**src/verilog/adst_pkg.sv**
```systemverilog
// constants and types shared by the display strobe timing generator
// assumes a single core clock and settings held stable during an access
package adst_pkg;

  // setting, step accumulator and parallel data widths
  localparam int SW = 8;
  localparam int AW = 20;
  localparam int DW = 16;

  // core cycles per half interface clock, serial bits per access
  localparam int HALF_DIV_DEF = 1;
  localparam int SER_BITS_DEF = 8;
  localparam int PW = 8;

  // reset values
  localparam logic [PW-1:0] PRESC_RST = 8'h00;
  localparam logic [AW-1:0] ACC_RST   = 20'h00000;
  localparam logic          PIN_RST   = 1'h1;

  // strobe setting slots and polarity bits
  localparam int NSTB    = 4;
  localparam int STB_CS  = 0;
  localparam int STB_RS  = 1;
  localparam int STB_RD  = 2;
  localparam int STB_WR  = 3;
  localparam int POL_SCK = 4;
  localparam int NPOL    = 5;
  localparam int NKIND   = 3;

  // entries compared against the access-wide step count
  localparam int A_CS_F   = 0;
  localparam int A_CS_R   = 1;
  localparam int A_RS_F   = 2;
  localparam int A_RS_R   = 3;
  localparam int A_STB_F  = 4;
  localparam int A_STB_R  = 5;
  localparam int A_LEN    = 6;
  localparam int A_SAMPLE = 7;
  localparam int A_OFFSET = 8;
  localparam int A_SRS_AS = 9;
  localparam int A_SRS_RL = 10;
  localparam int N_ACC    = 11;
  localparam logic [N_ACC-1:0] ACC_WHOLE = 11'h7C0;

  // entries compared against the serial slot step count
  localparam int S_SCK_F = 0;
  localparam int S_SCK_R = 1;
  localparam int S_LEN   = 2;
  localparam int S_TAIL  = 3;
  localparam int N_SLOT  = 4;
  localparam logic [N_SLOT-1:0] SLOT_WHOLE = 4'hC;

  typedef enum logic [1:0] {
    KIND_READ = 2'h0,
    KIND_ADDR = 2'h1,
    KIND_DATA = 2'h2
  } adst_kind_type;

  typedef enum logic [2:0] {
    MODE_P80 = 3'h0,
    MODE_P68 = 3'h1,
    MODE_S3  = 3'h2,
    MODE_S4  = 3'h3,
    MODE_S5  = 3'h4
  } adst_mode_type;

  typedef enum logic [2:0] {
    ST_IDLE  = 3'h0,
    ST_LEAD  = 3'h1,
    ST_SHIFT = 3'h3,
    ST_TAIL  = 3'h2,
    ST_END   = 3'h6
  } adst_state_type;

endpackage

```
**src/verilog/adst_step_if.sv**
```systemverilog
// step position carrier between the counter and the edge comparators
// assumes both ends sit on core_clk
`timescale 1ns/1ns
`default_nettype none
interface adst_step_if;
  logic [adst_pkg::AW-1:0] acc_h;   // half steps times divider setting
  logic [adst_pkg::AW-1:0] acc_w;   // whole steps times divider setting
  modport drive (output acc_h, output acc_w);
  modport cmp   (input acc_h, input acc_w);
endinterface
`default_nettype wire

```
**src/verilog/adst_edge_cmp.sv**
```systemverilog
// per-entry edge comparators against a step position
// assumes the step accumulators grow by the divider setting per step
`timescale 1ns/1ns
`default_nettype none
module adst_edge_cmp #(
  parameter int                N     = 1,     // number of entries
  parameter logic [N-1:0]      WHOLE = '0     // entry counts whole steps
) (
  adst_step_if.cmp                        step,    // step position
  input  wire logic [N-1:0][adst_pkg::SW-1:0] setting, // edge settings
  output logic [N-1:0]                    reached  // edge passed
);
  import adst_pkg::*;

  // t*P >= 2X means t >= ceil(2X/P) with no divider needed
  for (genvar i = 0; i < N; i++) begin : g_ent
    if (WHOLE[i]) begin : g_w
      assign reached[i] = step.acc_w >= AW'(setting[i]);
    end else begin : g_h
      assign reached[i] = step.acc_h >= (AW'(setting[i]) << 1);
    end
  end
endmodule
`default_nettype wire

```
**src/verilog/adst_pin_sync.sv**
```systemverilog
// three-stage synchroniser for inputs arriving from the display pins
// assumes the pins are asynchronous to core_clk
`timescale 1ns/1ns
`default_nettype none
module adst_pin_sync #(
  parameter int W = 1                       // bits
) (
  input  wire logic         core_clk,       // core clock
  input  wire logic         rst,            // async reset, high
  input  wire logic [W-1:0] d,              // pin level
  output logic      [W-1:0] q               // filtered level
);
  logic [W-1:0] s1_r;
  logic [W-1:0] s2_r;
  logic [W-1:0] s3_r;

  // chain, then accept a change once stages two and three agree
  always_ff @(posedge core_clk or posedge rst) begin
    if (rst) begin
      s1_r <= '0;
      s2_r <= '0;
      s3_r <= '0;
      q    <= '0;
    end else begin
      s1_r <= d;
      s2_r <= s1_r;
      s3_r <= s2_r;
      if (s2_r == s3_r) begin
        q <= s3_r;
      end
    end
  end
endmodule
`default_nettype wire

```
**src/verilog/adst_timing_gen.sv**
```systemverilog
// strobe timing generator for a parallel or serial display panel port
// assumes settings stay stable while an access runs
`timescale 1ns/1ns
`default_nettype none
module adst_timing_gen #(
  parameter int HALF_DIV = adst_pkg::HALF_DIV_DEF, // core cycles per half
  parameter int SER_BITS = adst_pkg::SER_BITS_DEF  // serial bits
) (
  input  wire logic                     core_clk,     // core clock
  input  wire logic                     rst,          // async reset, high
  input  wire adst_pkg::adst_mode_type  interface_mode, // port form
  input  wire logic [adst_pkg::NPOL-1:0] strobe_polarity_select, // 1=high
  input  wire logic [adst_pkg::SW-1:0]  base_clock_divider_setting, // P
  input  wire logic [adst_pkg::NKIND-1:0][adst_pkg::SW-1:0]
                                        interface_cycle_length_setting,
  input  wire logic [adst_pkg::NSTB-1:0][adst_pkg::SW-1:0]
                                        strobe_fall_setting, // per strobe
  input  wire logic [adst_pkg::NSTB-1:0][adst_pkg::SW-1:0]
                                        strobe_rise_setting, // per strobe
  input  wire logic [adst_pkg::SW-1:0]  read_sample_setting,   // sample
  input  wire logic [adst_pkg::SW-1:0]  serial_clock_delay_setting, // delay
  input  wire logic [adst_pkg::SW-1:0]  regsel_assert_setting,  // serial rs
  input  wire logic [adst_pkg::SW-1:0]  regsel_release_setting, // serial rs
  input  wire logic [adst_pkg::SW-1:0]  chipsel_release_setting, // cs tail
  input  wire logic                     access_req,   // request access
  input  wire adst_pkg::adst_kind_type  access_kind,  // access type
  input  wire logic [adst_pkg::DW-1:0]  access_wdata, // write word
  output logic                          access_ready, // idle, can take
  output logic                          access_done,  // access ended
  output logic [adst_pkg::DW-1:0]       access_rdata, // read word
  output logic                          chip_select_pin,  // cs pin
  output logic                          register_select,  // rs pin
  output logic                          read_strobe_pin,  // rd or r/w pin
  output logic                          write_strobe_pin, // wr or e pin
  output logic [adst_pkg::DW-1:0]       par_data_out,     // bus out
  output logic                          par_data_oe,      // bus drive
  input  wire logic [adst_pkg::DW-1:0]  par_data_in,      // bus in
  output logic                          serial_clock_pin, // serial clock
  output logic                          serial_data_out,  // serial out
  output logic                          serial_data_output_enable, // drive
  input  wire logic                     serial_data_in    // serial in
);
  import adst_pkg::*;

  adst_state_type     state_r;
  adst_state_type     state_nxt;
  adst_kind_type      kind_r;
  logic [PW-1:0]      presc_r;
  logic               tick;
  logic [SW-1:0]      per;
  logic               a_odd_r, s_odd_r, slot_clr, slot_go;
  logic               is_ser, is_read;
  logic [N_ACC-1:0]   ra;
  logic [N_SLOT-1:0]  rs;
  logic [N_ACC-1:0][SW-1:0]  a_set;
  logic [N_SLOT-1:0][SW-1:0] s_set;
  logic [DW-1:0]      wdata_r;
  logic [DW-1:0]      shift_r;
  logic [DW-1:0]      par_in_s;
  logic               ser_in_s;
  logic               bit_r, sampled_r, rose_r;
  logic [7:0]         bitcnt_r;
  logic               slot_end, last_bit, take;
  logic               cs_act, rs_act, rd_act, wr_act, sck_act, stb_act;

  adst_step_if acc_if ();
  adst_step_if slot_if ();

  // a zero divider would freeze every edge, so treat it as one
  assign per     = (base_clock_divider_setting == '0) ?
                   SW'(1) : base_clock_divider_setting;
  assign is_ser  = interface_mode inside {MODE_S3, MODE_S4, MODE_S5};
  assign is_read = (kind_r == KIND_READ);
  assign take    = access_req && (state_r == ST_IDLE);
  assign access_ready = (state_r == ST_IDLE);

  // half-step prescaler on the core clock
  always_ff @(posedge core_clk or posedge rst) begin
    if (rst) begin
      presc_r <= PRESC_RST;
    end else if (state_r == ST_IDLE || presc_r == PW'(HALF_DIV - 1)) begin
      presc_r <= PRESC_RST;
    end else begin
      presc_r <= presc_r + PW'(1);
    end
  end
  assign tick = (state_r != ST_IDLE) && (presc_r == PW'(HALF_DIV - 1));

  // access-wide step position, restarted when idle
  always_ff @(posedge core_clk or posedge rst) begin
    if (rst) begin
      acc_if.acc_h <= ACC_RST;
      acc_if.acc_w <= ACC_RST;
      a_odd_r      <= 1'b0;
    end else if (state_r == ST_IDLE) begin
      acc_if.acc_h <= ACC_RST;
      acc_if.acc_w <= ACC_RST;
      a_odd_r      <= 1'b0;
    end else if (tick) begin
      acc_if.acc_h <= acc_if.acc_h + AW'(per);
      a_odd_r      <= ~a_odd_r;
      if (a_odd_r) begin
        acc_if.acc_w <= acc_if.acc_w + AW'(per);
      end
    end
  end

  // serial slot step position; a boundary cycle is step zero of the next
  // slot, so a tick there already counts step one and no cycle is lost
  assign slot_clr = (state_r == ST_IDLE) || (state_r == ST_LEAD) ||
                    ((state_r == ST_SHIFT) && slot_end);
  assign slot_go  = tick && (slot_end || ((state_r == ST_LEAD) &&
                                          ra[A_OFFSET]));
  always_ff @(posedge core_clk or posedge rst) begin
    if (rst) begin
      slot_if.acc_h <= ACC_RST;
      slot_if.acc_w <= ACC_RST;
      s_odd_r       <= 1'b0;
    end else if (slot_clr) begin
      slot_if.acc_h <= slot_go ? AW'(per) : ACC_RST;
      slot_if.acc_w <= ACC_RST;
      s_odd_r       <= slot_go;
    end else if (tick) begin
      slot_if.acc_h <= slot_if.acc_h + AW'(per);
      s_odd_r       <= ~s_odd_r;
      if (s_odd_r) begin
        slot_if.acc_w <= slot_if.acc_w + AW'(per);
      end
    end
  end

  // settings routed to the access-wide comparators
  always_comb begin
    a_set[A_CS_F]   = strobe_fall_setting[STB_CS];
    a_set[A_CS_R]   = strobe_rise_setting[STB_CS];
    a_set[A_RS_F]   = strobe_fall_setting[STB_RS];
    a_set[A_RS_R]   = strobe_rise_setting[STB_RS];
    a_set[A_STB_F]  = is_read ? strobe_fall_setting[STB_RD] :
                                strobe_fall_setting[STB_WR];
    a_set[A_STB_R]  = is_read ? strobe_rise_setting[STB_RD] :
                                strobe_rise_setting[STB_WR];
    a_set[A_LEN]    = interface_cycle_length_setting[kind_r];
    a_set[A_SAMPLE] = read_sample_setting;
    a_set[A_OFFSET] = serial_clock_delay_setting;
    a_set[A_SRS_AS] = regsel_assert_setting;
    a_set[A_SRS_RL] = regsel_release_setting;
  end

  // settings routed to the serial slot comparators
  always_comb begin
    s_set[S_SCK_F] = a_set[A_STB_F];
    s_set[S_SCK_R] = a_set[A_STB_R];
    s_set[S_LEN]   = a_set[A_LEN];
    s_set[S_TAIL]  = chipsel_release_setting;
  end

  adst_edge_cmp #(.N(N_ACC), .WHOLE(ACC_WHOLE)) u_acc_cmp (
    .step(acc_if.cmp), .setting(a_set), .reached(ra));
  adst_edge_cmp #(.N(N_SLOT), .WHOLE(SLOT_WHOLE)) u_slot_cmp (
    .step(slot_if.cmp), .setting(s_set), .reached(rs));

  adst_pin_sync #(.W(DW)) u_par_sync (.core_clk(core_clk), .rst(rst),
    .d(par_data_in), .q(par_in_s));
  adst_pin_sync #(.W(1)) u_ser_sync (.core_clk(core_clk), .rst(rst),
    .d(serial_data_in), .q(ser_in_s));

  assign slot_end = (state_r == ST_SHIFT) && rs[S_LEN];
  assign last_bit = (bitcnt_r == 8'(SER_BITS - 1));

  // access sequencer
  always_comb begin
    state_nxt = state_r;
    case (state_r)
      ST_IDLE: if (take) state_nxt = ST_LEAD;
      ST_LEAD: begin
        if (is_ser && ra[A_OFFSET]) state_nxt = ST_SHIFT;
        else if (!is_ser && ra[A_LEN]) state_nxt = ST_END;
      end
      ST_SHIFT: if (slot_end && last_bit) state_nxt = ST_TAIL;
      ST_TAIL: if (rs[S_TAIL]) state_nxt = ST_END;
      ST_END: state_nxt = ST_IDLE;
      default: state_nxt = ST_IDLE;
    endcase
  end

  always_ff @(posedge core_clk or posedge rst) begin
    if (rst) begin
      state_r <= ST_IDLE;
    end else begin
      state_r <= state_nxt;
    end
  end

  // request capture
  always_ff @(posedge core_clk or posedge rst) begin
    if (rst) begin
      kind_r  <= KIND_READ;
      wdata_r <= '0;
    end else if (take) begin
      kind_r  <= access_kind;
      wdata_r <= access_wdata;
    end
  end

  // parallel read sample, taken once per access
  always_ff @(posedge core_clk or posedge rst) begin
    if (rst) begin
      sampled_r <= 1'b0;
    end else if (state_r == ST_IDLE) begin
      sampled_r <= 1'b0;
    end else if (ra[A_SAMPLE]) begin
      sampled_r <= 1'b1;
    end
  end

  // serial bit capture at the rising clock edge of each slot
  always_ff @(posedge core_clk or posedge rst) begin
    if (rst) begin
      rose_r <= 1'b0;
      bit_r  <= 1'b0;
    end else if (slot_clr) begin
      rose_r <= 1'b0;
    end else if (state_r == ST_SHIFT && rs[S_SCK_R] && !rose_r) begin
      rose_r <= 1'b1;
      bit_r  <= ser_in_s;
    end
  end

  // shift register and bit count, msb first
  always_ff @(posedge core_clk or posedge rst) begin
    if (rst) begin
      shift_r  <= '0;
      bitcnt_r <= 8'h00;
    end else if (take) begin
      shift_r  <= access_wdata << (DW - SER_BITS);
      bitcnt_r <= 8'h00;
    end else if (slot_end) begin
      shift_r  <= {shift_r[DW-2:0], bit_r};
      bitcnt_r <= bitcnt_r + 8'h01;
    end
  end

  // read word and completion pulse
  always_ff @(posedge core_clk or posedge rst) begin
    if (rst) begin
      access_rdata <= '0;
      access_done  <= 1'b0;
    end else begin
      access_done <= (state_r == ST_END);
      if (!is_ser && is_read && ra[A_SAMPLE] && !sampled_r &&
          state_r == ST_LEAD) begin
        access_rdata <= par_in_s;
      end else if (is_ser && is_read && state_r == ST_END) begin
        access_rdata <= shift_r;
      end
    end
  end

  // active-sense strobe levels; nothing is active while idle
  always_comb begin
    cs_act  = 1'b0;
    rs_act  = 1'b0;
    rd_act  = 1'b0;
    wr_act  = 1'b0;
    sck_act = 1'b0;
    stb_act = ra[A_STB_F] && !ra[A_STB_R];
    if (!is_ser && state_r == ST_LEAD) begin
      cs_act = ra[A_CS_F] && !ra[A_CS_R];
      rs_act = (kind_r == KIND_ADDR) &&
               ra[A_RS_F] && !ra[A_RS_R];
      if (interface_mode == MODE_P68) begin
        rd_act = is_read;
        wr_act = stb_act;
      end else begin
        rd_act = is_read && stb_act;
        wr_act = !is_read && stb_act;
      end
    end else if (is_ser && state_r != ST_IDLE && state_r != ST_END) begin
      cs_act  = ra[A_CS_F];
      rs_act  = (interface_mode == MODE_S5) && (kind_r == KIND_ADDR) &&
                ra[A_SRS_AS] && !ra[A_SRS_RL];
      sck_act = (state_r == ST_SHIFT) &&
                rs[S_SCK_F] && !rs[S_SCK_R];
    end
  end

  // pin registers; reset leaves every strobe high
  always_ff @(posedge core_clk or posedge rst) begin
    if (rst) begin
      chip_select_pin  <= PIN_RST;
      register_select  <= PIN_RST;
      read_strobe_pin  <= PIN_RST;
      write_strobe_pin <= PIN_RST;
      serial_clock_pin <= PIN_RST;
    end else begin
      chip_select_pin  <= cs_act ~^ strobe_polarity_select[STB_CS];
      register_select  <= rs_act ~^ strobe_polarity_select[STB_RS];
      read_strobe_pin  <= rd_act ~^ strobe_polarity_select[STB_RD];
      write_strobe_pin <= wr_act ~^ strobe_polarity_select[STB_WR];
      serial_clock_pin <= sck_act ~^ strobe_polarity_select[POL_SCK];
    end
  end

  // data pins: parallel bus for writes, serial line per wire count
  always_ff @(posedge core_clk or posedge rst) begin
    if (rst) begin
      par_data_out              <= '0;
      par_data_oe               <= 1'b0;
      serial_data_out           <= 1'b0;
      serial_data_output_enable <= 1'b0;
    end else begin
      par_data_out    <= wdata_r;
      par_data_oe     <= !is_ser && !is_read && (state_r == ST_LEAD);
      serial_data_out <= shift_r[DW-1];
      if (!is_ser || state_r == ST_IDLE || state_r == ST_END) begin
        serial_data_output_enable <= 1'b0;
      end else if (interface_mode == MODE_S3) begin
        serial_data_output_enable <= !is_read;
      end else begin
        serial_data_output_enable <= 1'b1;
      end
    end
  end

endmodule
`default_nettype wire

```
**config.mk**
```make
export PLATFORM = sky130hd
export DESIGN_NAME = adst_timing_gen
export DESIGN_NICKNAME = d
export VERILOG_FILES = /design/src/verilog/adst_pkg.sv /design/src/verilog/adst_step_if.sv /design/src/verilog/adst_edge_cmp.sv /design/src/verilog/adst_pin_sync.sv /design/src/verilog/adst_timing_gen.sv
export SDC_FILE = /design/constraint.sdc
export NUM_CORES = 1
export LEC_CHECK = 0
export ABC_CLOCK_PERIOD_IN_PS = 7900
export BUFFER_PORTS_ARGS = -buffer_cell sky130_fd_sc_hd__buf_2
export CAP_MARGIN = 20
export CORE_UTILIZATION = 50
export CTS_CLUSTER_DIAMETER = 200
export DETAILED_ROUTE_END_ITERATION = 8
export PLACE_DENSITY_LB_ADDON = 0.2
export SYNTH_ARGS = -nofsm -noshare
export SYNTH_HDL_FRONTEND = slang
export SYNTH_SLANG_ARGS = --single-unit
export TNS_END_PERCENT = 20
```
**constraint.sdc**
```tcl
create_clock -name core_clk -period 7.9 [get_ports core_clk]
set_clock_uncertainty 0.15 [all_clocks]
set_input_delay 0 -clock core_clk [delete_from_list [all_inputs] [get_ports core_clk]]
set_output_delay 0 -clock core_clk [all_outputs]
set_load 0.01 [all_outputs]
```
==> results.json <==
{
  "synth_top_flop_cell": "dfrtp_1",
  "vias_per_cell": 5.74,
  "portBuffers": 223,
  "drt_iter0_markers": 912,
  "drc_errors": 0,
  "holdCritPathClass": "input port to asynchronous set/reset pin",
  "critPathMaxFanout": 13,
  "fin_util_pct": 62.3,
  "grtUsageMet3_pct": 5.22,
  "tightestPinTransition_ps": 1140,
  "chipWidth_um": 173,
  "core_area_mm2": 0.0286,
  "track_usage_pct": 27.1,
  "fp.dieH_um": 173,
  "clk_latency_ps": 550,
  "die-area_mm2": 0.0298,
  "nets": 2102,
  "met2_usage_pct": 42.2,
  "overflow": 0,
  "grt_busiest_layer": "met2",
  "path_clk_slew_ps": 60,
  "area_growth_pct": 22.7,
  "clockRootBuffer": "clkbuf_16",
  "powerDensity_mw_per_mm2": 313,
  "end_kind": "register",
  "wl_per_cell_um": 18.4,
  "synth_area_leader_cell": "dfrtp_1",
  "cts_buffers": 28,
  "setup-tns-final_ps": 0,
  "hold_viol": 0,
  "yosysWarningCount": 0,
  "setup_viol": 0,
  "io_pins": 224,
  "routabilityCongestion": 0.907,
  "grt_pass1_vias": 12200,
  "min_period_ps": 4270,
  "hpwl_um": 28600,
  "max_freq_mhz": 234,
  "critical_path_class": "register to register",
  "synth_cells": 1474,
  "stdcell_area_mm2": 0.0178,
  "groute.layer.met1.usage_pct": 37.8,
  "fp-row-count": 62,
  "critPathArrivalTime_ps": 4610,
  "r2r_cells": 10,
  "clock_sink_count": 247,
  "grt_max_degree": 113,
  "initial_core_util_pct": 50.8,
  "status": "completed",
  "dpl_cell_area_mm2": 0.0160,
  "first_pass_iters": 6,
  "antenna_found_initial": 2,
  "max_slew_margin_pct": 22.7,
  "tritoncts": "yes",
  "clockBufferDepth": 3,
  "setup_ws_ps": 3630,
  "ys_top_cells_by_area": "dfrtp_1, ha_1, nand2_1",
  "synthArstFlopShare_pct": 100,
  "start_kind": "register",
  "syn_area_per_cell_um2": 9.86,
  "drv_slew": 0,
  "drive_gt1_share_pct": 18.9,
  "vias": 12500,
  "htree_levels": 1,
  "finalCritPeriodShare_pct": 54.0,
  "grt_pass1_wl_um": 64500,
  "postCtsSetupRepairBufs": 0,
  "cp_data_required_time_ps": 8240,
  "netlist_area_mm2": 0.0145,
  "num_antenna_cells": 0,
  "vdd_drop_max_mv": 0.190,
  "yosys_register_bits": 247,
  "cap_violations": 0,
  "synth_cell_types": 83,
  "p_leak_nw": 9.01,
  "drt-total-wl_um": 40000,
  "synthesis.nets": 1807,
  "ys_seq_area_share_pct": 42.6,
  "total_power_mw": 5.57,
  "place_ws_ps": 4100,
  "synth_edf_count": 0,
  "grt_setup_unrepaired": "no",
  "ant_nets": 0,
  "synth_top_area_share_pct": 41.7
}
==> cells in the mapped netlist, types with 12 or more instances <==
cell type and count:
a211oi_1 17, a21o_1 35, a21oi_1 87, a22o_1 15
and3_1 21, clkbuf_1 40, dfrtp_1 242, ha_1 147
inv_1 89, mux2_2 19, mux2i_1 31, nand2_1 134
nand3_1 35, nand4_1 29, nor2_1 96, nor2b_1 15
nor3_1 33, nor3b_1 13, nor4_1 23, o21ai_0 62
o31ai_1 15, or3_1 18, or4_1 12, xnor2_1 35
xor2_1 38
==> layout by cell type, fill, tap and decap left out, drive strengths merged, types with 41 or more instances in the layout <==
cell type	netlist	layout
dlygate4sd3	0	81
ha	147	147
nand2	134	134
nor2	98	98
a21o	41	41
o21ai	64	64
buf	11	234
dfrtp	242	242
a21oi	87	87
inv	90	93
==> path summary, 6_finish.rpt <==
kind | from | to | slack, ps
max | kind_r[1]$_DFFE_PP0P_ | write_strobe_pin$_DFF_PP1_ | 3630
min in group core_clk | strobe_polarity_select[0] | chip_select_pin$_DFF_PP1_ | 20
max in group asynchronous | rst | acc_if.acc_h[16]$_DFFE_PP0P_ | 6170
min | rst | u_par_sync.s1_r[15]$_DFF_PP0_ | 2
min reg2reg | u_par_sync.s1_r[0]$_DFF_PP0_ | u_par_sync.s2_r[0]$_DFF_PP0_ | 200
max reg2reg | kind_r[1]$_DFFE_PP0P_ | write_strobe_pin$_DFF_PP1_ | 3630
==> state kept, by name, summed over array words and instances (netlist names), 2 cells and up <==
signal,flops
acc_if.acc_h,20
acc_if.acc_w,20
slot_if.acc_h,20
slot_if.acc_w,20
access_rdata,16
par_data_out,16
shift_r,16
u_par_sync.q,16
u_par_sync.s1_r,16
u_par_sync.s2_r,16
u_par_sync.s3_r,16
wdata_r,16
bitcnt_r,8
presc_r,8
state_r,3
kind_r,2
==> cells by family (layout without fill, tap and decap cells) <==
kind of cell / Yosys count / after routing / share of synthesized area, %
muxes: 50 / 50 / 3.61
and+or+nand+nor: 478 / 478 / 16.9
DFF: 247 / 247 / 42.6
AOI/OAI and AO/OA: 331 / 331 / 15.4
buffers and inverters: 142 / 457 / 3.86
xor gates and xnor gates: 73 / 73 / 4.40
adders and majority gates: 153 / 153 / 13.3
==> per-layer routing <==
layer  up-vias  part of all wire, %
li1       5933                    -
met1      5997                   45
met2       453                   44
met3        86                  7.6
met4         2                  3.2
met5         -                0.032
==> critical path: stages (launching register included) <==
cell and delay (ps):
dfrtp_1 700, or2_1 680, mux2i_1 370, ha_1 300, a21oi_1 140, nor2b_1 50
a2111oi_0 380, o31ai_1 190, a2111oi_1 510, xnor2_1 170, dlygate4sd3_1 560
==> power breakdown <==
part           internal, mW  total [mW]  switching [mW]
Sequential             1.51        1.84           0.325
Combinational         0.983        2.33            1.35
Clock                 0.869        1.41           0.538
Total                  3.36        5.57            2.21
==> layout make-up <==
cell class	count	area [µm²]
Sequential cell	247	6190
Timing Repair Buffer	316	2020
Multi-Input combinational cell	1085	7790
Fill cell	2367	10800
Clock buffer	34	785
Tap cell	384	480
Clock inverter	16	221
Inverter	91	349
==> stage by stage <==
stage          std cells  hold WS (ps)
3_3_place_gp        2041         -42.4
4_1_cts             2172          7.66
2_1_floorplan       1474          -119
6_report            2173          1.85
3_5_place_dp        2041         -40.7
5_1_grt             2173          43.7
==> timing repair <==
action | in CTS | in global routing
endpoints found under the hold margin | 174 | 0
gates resized for setup | 0 | 0
hold buffers | 81 | 0
Power figures use the tool's default switching activity.
